===== src/rfr_pkg.sv =====
// shared constants for the remote bus frame receiver
package rfr_pkg;
    localparam logic [7:0] SYNC_CHAR = 8'h16;
    localparam logic [7:0] BCAST_ID = 8'h00;
    localparam logic [7:0] RSV_ID_LO = 8'h1c;
    localparam logic [7:0] RSV_ID_HI = 8'h1f;
    localparam logic [15:0] RESP_GOOD = 16'h0000;
    localparam logic [15:0] RESP_BAD_CSUM = 16'h00fd;
    localparam logic [15:0] CNT_FIELD_BYTES = 16'h0002;
    localparam int unsigned CLK_KHZ = 100000;
    localparam int unsigned GAP_MS = 200;
    localparam int unsigned WAIT_MS = 1000;
    localparam int unsigned GAP_CYC = GAP_MS * CLK_KHZ;
    localparam int unsigned WAIT_CYC = WAIT_MS * CLK_KHZ;
    localparam int unsigned FIFO_W = 8;
    localparam int unsigned FIFO_D = 4;
    localparam logic [7:0] RST_BYTE = 8'h00;
    localparam logic [15:0] RST_WORD = 16'h0000;
    typedef enum logic [3:0] {
        ST_HUNT = 4'h0,
        ST_CNT_HI = 4'h1,
        ST_CNT_LO = 4'h2,
        ST_SRC = 4'h3,
        ST_DST = 4'h4,
        ST_FSN = 4'h5,
        ST_OP_HI = 4'h6,
        ST_OP_LO = 4'h7,
        ST_DATA = 4'h8,
        ST_CSUM = 4'h9
    } rfr_state_t;
endpackage


===== src/rfr_frame_rx.sv =====
// frame receiver with address filter, timers and payload fifo
`timescale 1ns/1ps
// Summary of operation
// - accept and answer own type override id
// - broadcast executes but never gets response
// - type override answered despite same-type peers
// - reserved ids 28-31 never match type
// - bulk reply: count, parameters, then status
// - surplus data bytes ignored without error
// - optional command wait timeout with recovery
// - bad frame flagged, not executed, tag not tracked
// - foreign or bad frames counted to end
// - clean addressed frame executed and acknowledged
// - error reply unless wait timeout expired
// - inter-character timer declares receive timeout
// - discard bytes until sync character seen
// - check byte is mod 256 sum
// - count field locates data end, check byte
// - repeated sequence tag: answer, no execution

module rfr_fifo #(
    parameter int unsigned WIDTH = 8,
    parameter int unsigned DEPTH = 4
) (
    input wire logic i_ref_clk,
    input wire logic i_rst,
    input wire logic i_in_valid,
    input wire logic [WIDTH-1:0] i_in_data,
    output logic o_in_ready,
    output logic o_out_valid,
    output logic [WIDTH-1:0] o_out_data,
    input wire logic i_out_ready
);
    localparam int unsigned CW = $clog2(DEPTH + 1);
    logic [WIDTH-1:0] mem_q [DEPTH];
    logic [CW-1:0] count_q;
    logic [CW-1:0] count_d;
    logic [CW-1:0] wr_idx;
    logic push;
    logic pop;

    // head sits in slot 0 so the output is a plain flop
    assign push = i_in_valid && o_in_ready;
    assign pop = o_out_valid && i_out_ready;
    assign wr_idx = pop ? count_q - CW'(1) : count_q;
    assign count_d = count_q + CW'(push) - CW'(pop);
    assign o_out_data = mem_q[0];

    always_ff @(posedge i_ref_clk)
    begin
        for (int i = 0; i < DEPTH; i++)
        begin
            if (push && CW'(i) == wr_idx)
                mem_q[i] <= i_in_data;
            else if (pop && i < DEPTH - 1)
                mem_q[i] <= mem_q[i+1];
        end
    end

    always_ff @(posedge i_ref_clk)
    begin
        if (i_rst)
        begin
            count_q <= '0;
            o_in_ready <= 1'b1;
            o_out_valid <= 1'b0;
        end
        else
        begin
            count_q <= count_d;
            o_in_ready <= count_d < CW'(DEPTH);
            o_out_valid <= count_d != '0;
        end
    end
endmodule // rfr_fifo

module rfr_frame_rx
    import rfr_pkg::*;
#(
    // arbitrary type override id; must match the product's own code
    parameter logic [7:0] TYPE_ID = 8'h0b,
    parameter int unsigned GAP_CYCLES = GAP_CYC,
    parameter int unsigned WAIT_CYCLES = WAIT_CYC
) (
    input wire logic i_ref_clk,
    input wire logic i_rst,
    input wire logic i_rx_valid,
    input wire logic [7:0] i_rx_data,
    output logic o_rx_ready,
    input wire logic [7:0] i_unit_addr,
    input wire logic [15:0] i_max_len,
    input wire logic i_wait_en,
    input wire logic [15:0] i_nv_len,
    input wire logic [15:0] i_st_len,
    output logic o_data_valid,
    output logic [7:0] o_data,
    input wire logic i_data_ready,
    output logic o_frame_done,
    output logic o_exec,
    output logic o_resp,
    output logic o_err,
    output logic [15:0] o_resp_code,
    output logic [15:0] o_resp_len,
    output logic [15:0] o_opcode,
    output logic [7:0] o_src_addr,
    output logic [7:0] o_fsn,
    output logic o_rx_timeout,
    output logic o_wait_expired
);
    rfr_state_t st_q;
    logic acc, hit_q, bcast_q, hit_d, type_ok, gap_fire, wait_fire;
    logic expired_q, seen_q, dup, csum_ok, end_acc, push;
    logic [7:0] sum_q, dst_q, last_src_q, last_fsn_q;
    logic [15:0] len_q, left_q, pushed_q;
    logic [24:0] gap_q;
    logic [26:0] wait_q;

    assign acc = i_rx_valid && o_rx_ready;
    assign end_acc = acc && st_q == ST_CSUM;
    assign csum_ok = i_rx_data == sum_q;
    assign dup = seen_q && last_src_q == o_src_addr && last_fsn_q == o_fsn;
    // reserved ids belong to no product, so never count as own type
    assign type_ok = !(TYPE_ID >= RSV_ID_LO && TYPE_ID <= RSV_ID_HI);
    assign hit_d = i_rx_data == i_unit_addr || i_rx_data == BCAST_ID
        || (type_ok && i_rx_data == TYPE_ID);
    // bytes beyond what the command task takes are dropped quietly
    assign push = acc && st_q == ST_DATA && hit_q
        && pushed_q < i_max_len;
    assign gap_fire = st_q != ST_HUNT && !acc
        && gap_q == 25'(GAP_CYCLES - 1);
    assign wait_fire = i_wait_en && st_q == ST_HUNT && !acc
        && wait_q == 27'(WAIT_CYCLES - 1);

    rfr_fifo #(
        .WIDTH(FIFO_W),
        .DEPTH(FIFO_D)
    ) u_fifo (
        .i_ref_clk(i_ref_clk),
        .i_rst(i_rst),
        .i_in_valid(push),
        .i_in_data(i_rx_data),
        .o_in_ready(o_rx_ready),
        .o_out_valid(o_data_valid),
        .o_out_data(o_data),
        .i_out_ready(i_data_ready)
    );

    // framing; a full fifo stalls every byte, not only payload
    always_ff @(posedge i_ref_clk)
    begin
        if (i_rst)
            st_q <= ST_HUNT;
        else if (gap_fire)
            st_q <= ST_HUNT;
        else if (acc)
        begin
            case (st_q)
                ST_HUNT:
                    if (i_rx_data == SYNC_CHAR)
                        st_q <= ST_CNT_HI;
                ST_CNT_HI: st_q <= ST_CNT_LO;
                ST_CNT_LO: st_q <= ST_SRC;
                ST_SRC: st_q <= ST_DST;
                ST_DST: st_q <= ST_FSN;
                ST_FSN: st_q <= ST_OP_HI;
                ST_OP_HI: st_q <= ST_OP_LO;
                ST_OP_LO: st_q <= len_q == '0 ? ST_CSUM : ST_DATA;
                ST_DATA:
                    if (left_q == 16'h0001)
                        st_q <= ST_CSUM;
                ST_CSUM: st_q <= ST_HUNT;
                default: st_q <= ST_HUNT;
            endcase
        end
    end

    // header capture and running sum
    always_ff @(posedge i_ref_clk)
    begin
        if (i_rst)
        begin
            sum_q <= RST_BYTE;
            len_q <= RST_WORD;
            left_q <= RST_WORD;
            pushed_q <= RST_WORD;
            dst_q <= RST_BYTE;
            hit_q <= 1'b0;
            bcast_q <= 1'b0;
            o_src_addr <= RST_BYTE;
            o_fsn <= RST_BYTE;
            o_opcode <= RST_WORD;
        end
        else if (acc)
        begin
            if (st_q == ST_HUNT)
                sum_q <= RST_BYTE;
            else if (st_q != ST_CSUM)
                sum_q <= sum_q + i_rx_data;
            case (st_q)
                ST_CNT_HI: len_q[15:8] <= i_rx_data;
                ST_CNT_LO: len_q[7:0] <= i_rx_data;
                ST_SRC: o_src_addr <= i_rx_data;
                ST_DST:
                begin
                    dst_q <= i_rx_data;
                    hit_q <= hit_d;
                    bcast_q <= i_rx_data == BCAST_ID;
                end
                ST_FSN: o_fsn <= i_rx_data;
                ST_OP_HI: o_opcode[15:8] <= i_rx_data;
                ST_OP_LO:
                begin
                    o_opcode[7:0] <= i_rx_data;
                    left_q <= len_q;
                    pushed_q <= RST_WORD;
                end
                ST_DATA:
                begin
                    left_q <= left_q - 16'h0001;
                    if (push)
                        pushed_q <= pushed_q + 16'h0001;
                end
                default: ;
            endcase
        end
    end

    // inter-character timer runs only inside a frame
    always_ff @(posedge i_ref_clk)
    begin
        if (i_rst || acc || st_q == ST_HUNT || gap_fire)
            gap_q <= '0;
        else
            gap_q <= gap_q + 25'h0000001;
    end

    // command wait timer runs while hunting between frames
    always_ff @(posedge i_ref_clk)
    begin
        if (i_rst || acc || !i_wait_en || st_q != ST_HUNT || wait_fire)
            wait_q <= '0;
        else
            wait_q <= wait_q + 27'h0000001;
    end

    // expiry set wins over the clear at frame end
    always_ff @(posedge i_ref_clk)
    begin
        if (i_rst)
            expired_q <= 1'b0;
        else if (wait_fire)
            expired_q <= 1'b1;
        else if (end_acc)
            expired_q <= 1'b0;
    end

    // duplicate tracking of last executed tag and its originator (one entry)
    always_ff @(posedge i_ref_clk)
    begin
        if (i_rst)
        begin
            seen_q <= 1'b0;
            last_src_q <= RST_BYTE;
            last_fsn_q <= RST_BYTE;
        end
        else if (end_acc && hit_q && csum_ok)
        begin
            seen_q <= 1'b1;
            last_src_q <= o_src_addr;
            last_fsn_q <= o_fsn;
        end
    end

    // frame verdict flags pulse for one cycle; response code and length hold until the next frame end
    always_ff @(posedge i_ref_clk)
    begin
        if (i_rst)
        begin
            o_frame_done <= 1'b0;
            o_exec <= 1'b0;
            o_resp <= 1'b0;
            o_err <= 1'b0;
            o_resp_code <= RST_WORD;
            o_resp_len <= RST_WORD;
            o_rx_timeout <= 1'b0;
            o_wait_expired <= 1'b0;
        end
        else
        begin
            o_frame_done <= end_acc;
            o_rx_timeout <= gap_fire;
            o_wait_expired <= wait_fire;
            // same-type peers never silence a type id reply
            o_exec <= end_acc && hit_q && csum_ok && !dup;
            o_resp <= end_acc && hit_q && !bcast_q
                && (csum_ok || !expired_q);
            o_err <= end_acc && hit_q && !csum_ok;
            if (end_acc)
            begin
                o_resp_code <= csum_ok ? RESP_GOOD : RESP_BAD_CSUM;
                // bulk reply: count field, parameter block, status block
                o_resp_len <= CNT_FIELD_BYTES + i_nv_len + i_st_len;
            end
        end
    end

    bcast_silent_a: assert property (@(posedge i_ref_clk) disable iff (i_rst)
        o_resp |-> dst_q != BCAST_ID)
        else $error("response sent for broadcast frame");
    type_answer_a: assert property (@(posedge i_ref_clk) disable iff (i_rst)
        (end_acc && csum_ok && type_ok && dst_q == TYPE_ID
        && dst_q != BCAST_ID) |=> o_resp && o_resp_code == RESP_GOOD)
        else $error("type override frame not answered");
    reserved_id_a: assert property (@(posedge i_ref_clk) disable iff (i_rst)
        (acc && st_q == ST_DST && i_rx_data >= RSV_ID_LO
        && i_rx_data <= RSV_ID_HI && i_rx_data != i_unit_addr)
        |=> !hit_q)
        else $error("reserved id matched");
    gap_abort_a: assert property (@(posedge i_ref_clk) disable iff (i_rst)
        gap_fire |=> st_q == ST_HUNT && o_rx_timeout && !o_resp)
        else $error("gap timeout did not abandon frame");
    gap_bound_a: assert property (@(posedge i_ref_clk) disable iff (i_rst)
        o_rx_timeout |-> $past(gap_q) == 25'(GAP_CYCLES - 1))
        else $error("gap timeout at wrong count");
    csum_err_a: assert property (@(posedge i_ref_clk) disable iff (i_rst)
        (end_acc && !csum_ok && hit_q && !bcast_q && !expired_q)
        |=> o_resp && o_err && !o_exec
        && o_resp_code == RESP_BAD_CSUM)
        else $error("bad checksum not reported");
    dup_tag_a: assert property (@(posedge i_ref_clk) disable iff (i_rst)
        (end_acc && csum_ok && hit_q && !bcast_q && dup)
        |=> o_resp && !o_exec)
        else $error("duplicate executed or not answered");
    foreign_quiet_a: assert property (@(posedge i_ref_clk) disable iff (i_rst)
        (end_acc && !hit_q) |=> !o_resp && !o_exec && !o_err)
        else $error("foreign frame acted upon");
    hunt_hold_a: assert property (@(posedge i_ref_clk) disable iff (i_rst)
        (st_q == ST_HUNT && acc && i_rx_data != SYNC_CHAR)
        |=> st_q == ST_HUNT)
        else $error("left hunt without sync");
    data_end_a: assert property (@(posedge i_ref_clk) disable iff (i_rst)
        (st_q == ST_DATA && acc && left_q == 16'h0001 && !gap_fire)
        ##1 (acc && !gap_fire) |=> st_q == ST_HUNT)
        else $error("frame end not tracked by count");
    surplus_a: assert property (@(posedge i_ref_clk) disable iff (i_rst)
        (acc && st_q == ST_DATA && pushed_q >= i_max_len)
        |-> !push)
        else $error("surplus byte forwarded");

    good_frame_c: cover property (@(posedge i_ref_clk) disable iff (i_rst)
        o_exec && o_resp);
    bcast_frame_c: cover property (@(posedge i_ref_clk) disable iff (i_rst)
        o_exec && !o_resp);
    timeout_c: cover property (@(posedge i_ref_clk) disable iff (i_rst)
        o_rx_timeout);
    stall_c: cover property (@(posedge i_ref_clk) disable iff (i_rst)
        !o_rx_ready ##1 o_rx_ready);
endmodule // rfr_frame_rx


===== config.mk =====
export PLATFORM = sky130hd
export DESIGN_NAME = rfr_frame_rx
export DESIGN_NICKNAME = d
export VERILOG_FILES = /design/src/rfr_pkg.sv /design/src/rfr_frame_rx.sv
export SDC_FILE = /design/constraint.sdc
export NUM_CORES = 1
export LEC_CHECK = 0
export ABC_AREA = 1
export BUFFER_PORTS_ARGS = -buffer_cell sky130_fd_sc_hd__buf_2
export CORE_MARGIN = 8
export CORE_UTILIZATION = 31
export CTS_BUF_LIST = sky130_fd_sc_hd__clkbuf_8
export CTS_CLUSTER_DIAMETER = 100
export DETAILED_ROUTE_END_ITERATION = 8
export GPL_TIMING_DRIVEN = 0
export PLACE_DENSITY_LB_ADDON = 0.1
export SYNTH_ARGS = -nofsm -noshare
export SYNTH_HDL_FRONTEND = slang
export SYNTH_SLANG_ARGS = --single-unit

===== constraint.sdc =====
create_clock -name i_ref_clk -period 7.7 [get_ports i_ref_clk]
set_input_delay 1.925 -clock i_ref_clk [delete_from_list [all_inputs] [get_ports i_ref_clk]]
set_output_delay 1.925 -clock i_ref_clk [all_outputs]
set_load 0.005 [all_outputs]

### Word level (Yosys, flattened, before mapping)

Memory sizes are Yosys's and may differ from the RTL's.
Cells that the tools add are included.

| storage, ports and cells | value |
|---|---|
| bits of input ports | 69 |
| memories | 1 |
| output and inout bits | 80 |
| RAM bits | 32 |
| word-level logic and storage cells | 161 |
| register bits | 207 |

| cells by class | value |
|---|---|
| add/sub/neg operators | 10 |
| magnitude comparators | 2 |
| mux-type cells | 31 |
| equal/unequal tests | 25 |
| bitwise operators | 3 |
| reduce and logical (&&, ||, !) cells | 60 |

Memory list:

| name | depth | bits a word | read ports | clocked after Yosys merged registers in | write ports | line | RTL |
|---|---|---|---|---|---|---|---|
| u_fifo.mem_q | 4 | 8 | 4 | 0 | 4 | rfr_frame_rx.sv:35 | `logic [WIDTH-1:0] mem_q [DEPTH];` |

Operator list:

| kind | count |
|---|---|
| 16-bit one-hot mux with 2 select lines | 2 |
| 8-bit two-way mux | 6 |
| 4-bit one-hot mux with 9 select lines | 1 |
| 8-bit == test | 4 |
| 27-bit by 1-bit adder with 27-bit output (second input constant) | 1 |
| 27-bit == test (second input constant) | 1 |
| 25-bit by 1-bit adder with 25-bit output (second input constant) | 1 |
| 25-bit == test (second input constant) | 1 |
| 1-bit logical AND | 24 |
| 1-bit two-way mux | 18 |
| 2-bit AND reduction | 9 |
| 16-bit by 1-bit adder with 16-bit output (second input constant) | 1 |
| 16-bit adder | 1 |
| 2-bit by 16-bit adder with 16-bit output (first input constant) | 1 |
| 16-bit by 1-bit == test with 1-bit output (second input constant) | 1 |
| 4-bit by 3-bit == test with 1-bit output (second input constant) | 4 |
| 16-bit logical NOT | 1 |
| 16-bit less-than comparator | 1 |
| 16-bit two-way mux | 1 |
| 16-bit by 1-bit subtractor with 16-bit output (second input constant) | 1 |
| 1-bit logical OR | 9 |
| 8-bit adder | 1 |
| 4-bit by 2-bit == test with 1-bit output (second input constant) | 2 |
| 4-bit == test (second input constant) | 2 |
| 23 further kinds | 37 |

### Longest topological paths before layout

| logic depth | value |
|---|---|
| depth in word-level cells | 9 |
| mapped depth | 18 |
| gate-level depth less buffers | 18 |

### By module

A second synthesis with hierarchy kept.

| unflattened totals | value |
|---|---|
| cell total of the unflattened synthesis | 1,699 |
| area, all modules | 12,534.5 um2 |

By module, submodules not included:

| module | area each (um2) | cells an instance | times used | seq. area each (um2) |
|---|---|---|---|---|
| rfr_frame_rx | 10,785.3 | 1,536 | 1 | 3,743.6 |
| rfr_fifo | 1,749.2 | 163 | 1 | 1,061.0 |

### Worst setup path before layout

No wires, ideal clock.

| timing | value |
|---|---|
| path type | input to register |
| start point | input i_data_ready |
| end point | memory u_fifo.mem_q[3][0] (enable) |
| path slack | 3,228 ps |
| data arrival time | 4,077 ps |
| setup time | 395 ps |
| data required time | 7,305 ps |
| path buffers | 2 |
| stages on the path | 6 |
| path through | nand2_1 -> inv_1 -> buf_1 -> clkbuf_1 -> ha_1 -> nor4_1 |

RTL lines:

| item | line | RTL |
|---|---|---|
| start, declared | rfr_frame_rx.sv:97 | `input wire logic i_data_ready,` |
| end, declared | rfr_frame_rx.sv:35 |  |

### Final worst setup path

| timing | value |
|---|---|
| start point | input i_data_ready |
| end point | register u_fifo.o_out_valid |

| between the ends | value |
|---|---|
| word-level cells in the longest chain between the ends | 3 |

Ends and longest elaborated chain:

| item | line | RTL |
|---|---|---|
| 1-bit logical AND | rfr_frame_rx.sv:44 | `assign pop = o_out_valid && i_out_ready;` |
| 3-bit by 1-bit subtractor with 3-bit output | rfr_frame_rx.sv:46 | `assign count_d = count_q + CW'(push) - CW'(pop);` |
| 3-bit nonzero test | rfr_frame_rx.sv:72 | `o_out_valid <= count_d != '0;` |
| end signal, assigned | rfr_frame_rx.sv:66 | `o_out_valid <= 1'b0;` |
| end signal, assigned | rfr_frame_rx.sv:72 |  |
| end, declared | rfr_frame_rx.sv:30 | `output logic o_out_valid,` |

No other way between the ends.
A chain may end at the register's enable or synchronous reset.

==> results_dict.tcl <==
set metrics [dict create \
    status "complete, no violations" \
    critPathSlowestCell "buf_1" \
    synth.top_cell.area_share_pct 31.9 \
    worstPathCellList "buf_2, nand2_1, inv_1, buf_1, clkbuf_1, ha_1, inv_1, ha_1, inv_1, fa_1, xnor2_1, xnor2_1, o21ai_0, inv_1" \
    clkLatencyLatePin_ps 550 \
    grt_pass1_vias 10800 \
    antenna_found_initial 2 \
    dpl.hpwl_um 27300 \
    ys_ff_latch 224 \
    root_buffer "clkbuf_8" \
    drive_gt1_share_pct 14.9 \
    timing.hold.ws_ps 445 \
    max_freq_mhz 229 \
    crit_arrival_ps 4800 \
    hp-class "reg2reg" \
    crit_end "u_fifo.o_out_valid$_SDFF_PP0_" \
    io_buffer_count 139 \
    cp_common_cell "inv_1" \
    r2r_cells 13 \
    drcViolationCount 0 \
    finalCritPeriodShare_pct 56.7 \
    firstDrtPassIters 5 \
    wl_per_cell_um 15.1 \
    initial_core_util_pct 31.3 \
    hold_viol_final 0 \
    start_kind "primary input" \
    whs_path_depth 1 \
    nFillCells 4189 \
    drt_wl_total_um 35900 \
    p_sw_mw 0.954 \
    grt_overflow 0 \
    endpoint_kind "flip-flop" \
    drt-initial-drc-count 568 \
    p_per_area_nw_per_um2 213 \
    placed_cells 2303 \
    synth-main-ff-cell "dfxtp_1" \
    cts.clk_slew.worst_paths_ps 60 \
    drv_slew 0 \
    comb_power_share_pct 19.3 \
    seq_power_share_pct 42.4 \
    syn_inst 1638 \
    fin_skew_ps 21.8 \
    register_area_um2 4800 \
    p_int_mw 2.09 \
    nNetsFinal 1961 \
    timing.rr.end "u_fifo.o_out_valid$_SDFF_PP0_" \
    p_leak_nw 6.23 \
    fin_cells 2384 \
    r2r_setup_slack_ps 4450 \
    yosys-top-cells-area "dfxtp_1 (32%), nand2_1 (9.0%), edfxtp_1 (8.0%)" \
    post_cts_buffers 0 \
    ant_nets 0 \
    die_area_um2 45500 \
    power_mw 3.04 \
    io-pin-count 149 \
    rsz0062_at_grt "false" \
    async_flop_share_pct 0 \
    coreArea_um2 38600 \
    grt_pass1_wl_um 56700 \
    yosysMostFrequentCell "nand2_1" \
    cp_num_buf_inv 7 \
    num_vias 11100 \
    relSlewSlack_pct 37.1 \
    area_growth_pct 18.6 \
    tritoncts "built" \
    ys_seq_area_share_pct 39.8 \
    grt.total_usage_pct 15.5 \
    synth_top_cells_by_count "nand2_1 (289), inv_1 (197), nor2_1 (194)" \
    critPathRequiredTime_ps 8140 \
    globalplace.congestion 0.842 \
    cts_buffers 43 \
    multiInputGateArea_um2 6170 \
    cpPeakStageDelay_ps 530 \
    switching_share_pct 31.4 \
    avgViaCountPerCell 4.65 \
    cts_resized 0 \
    setup_tns_ps 0 \
    htree_levels 2 \
    synth-edff-count 32 \
    period_minus_slack_ps 4370 \
    cap_violations 0 \
    power_frac_clock_pct 38.3 \
    clock-sinks 224 \
    clockBufferDepth 3 \
    cp_num_cells 14 \
    synth_warnings 0 \
    crit_family "buffers and inverters" \
    rows 72 \
    dieHeight_um 213 \
    grt_start_max_net_pins 13 \
    die_x_um 213 \
    postCtsHoldBufs 0 \
    ys_types 48 \
    worstPathMaxFanout 10 \
    r2r_start "u_fifo.o_out_valid$_SDFF_PP0_" \
    setup_violations 0 \
    synth_top_area_cell "dfxtp_1" \
    worst_pin_slew_ps 936 \
    syn_area_per_cell_um2 7.36 \
    crit_start "i_data_ready" \
    ir_worst_vdd_uv 119 \
    syn_area_um2 12100 \
    crit_type "in2reg" \
]
==> cells in the final DEF (no fill, tap or decap), drive strengths merged, types with 10 or more instances in the layout <==
cell / count
or2: 11
xor2: 50
xnor2: 16
nor2: 200
edfxtp: 32
a21oi: 147
inv: 222
dfxtp: 192
clkbuf: 84
nand2: 300
nand3: 112
nor3: 43
buf: 176
nand4: 36
o21ai: 121
nor4: 10
ha: 59
==> routing by layer <==
metal | track usage [%] | share of wire [%] | wire length, um | vias to the layer above
met5 | 0 | 0 | 0 | -
met4 | 4.73 | 2.2 | 799 | 0
met3 | 2.52 | 4.9 | 1770 | 47
met2 | 25.8 | 46 | 16500 | 245
met1 | 20.3 | 47 | 16800 | 5028
li1 | - | - | - | 5770
==> area by class of cell <==
cell class	count	area share, %
tap	518	4.53
antenna	1	0.0175
buffer	67	2.47
multi-input combinational	1151	43.1
clock inverter	26	0.848
sequential	224	33.6
inverter	204	5.37
timing repair buffer	139	4.86
clock buffer	54	5.19
==> sequential cells by signal, indices dropped and copies added (netlist names), 3 cells and up <==
register	cells
u_fifo.mem_q	32
wait_q	27
gap_q	25
left_q	16
len_q	16
o_opcode	16
o_resp_len	16
pushed_q	16
last_fsn_q	8
last_src_q	8
o_fsn	8
o_src_addr	8
sum_q	8
st_q	4
u_fifo.count_q	3
==> power groups by stage <==
stage                     Clock (mW)  Sequential, mW  Combinational [mW]
after CTS                       1.21            1.29               0.595
after floorplan                    0            1.31               0.414
final                           1.17            1.29               0.587
after global routing            1.26            1.30               0.671
after detailed placement           0            1.31               0.591
after global placement             0            1.31               0.587
==> cell families (layout without fill, tap and decap cells) <==
kind of cell	Yosys count	after routing	share of synthesized area, %
buffers and inverters	271	490	9.29
xor gates and xnor gates	66	66	4.79
and+or+nand+nor	722	722	26.7
other	1	10	0.0311
adders and majority gates	62	62	6.62
AOI/OAI and AO/OA	292	292	12.7
DFF	224	224	39.8
==> worst min-delay path by stage <==
stage                                   startpoint                        to  slack, ps
after floorplan               bcast_q$_SDFFE_PP0P_         o_resp$_SDFF_PP0_        400
after global placement         gap_q[0]$_SDFF_PP0_       gap_q[0]$_SDFF_PP0_        430
after detailed placement       gap_q[0]$_SDFF_PP0_       gap_q[0]$_SDFF_PP0_        440
after CTS                      gap_q[0]$_SDFF_PP0_       gap_q[0]$_SDFF_PP0_        450
after global routing      o_opcode[2]$_SDFFE_PP0P_  o_opcode[2]$_SDFFE_PP0P_        480
final                          gap_q[0]$_SDFF_PP0_       gap_q[0]$_SDFF_PP0_        440
==> through the flow <==
step / utilization (%) / area, um^2 / setup WS (ps)
detailed placement: 34.9 / 13400 / 2770
finish: 37.1 / 14300 / 3330
global placement: 34.8 / 13400 / 2360
global route: 37.1 / 14300 / 3110
floorplan: - / 12100 / 3230
CTS: 37.1 / 14300 / 3360
Power figures use the tool's default switching activity.
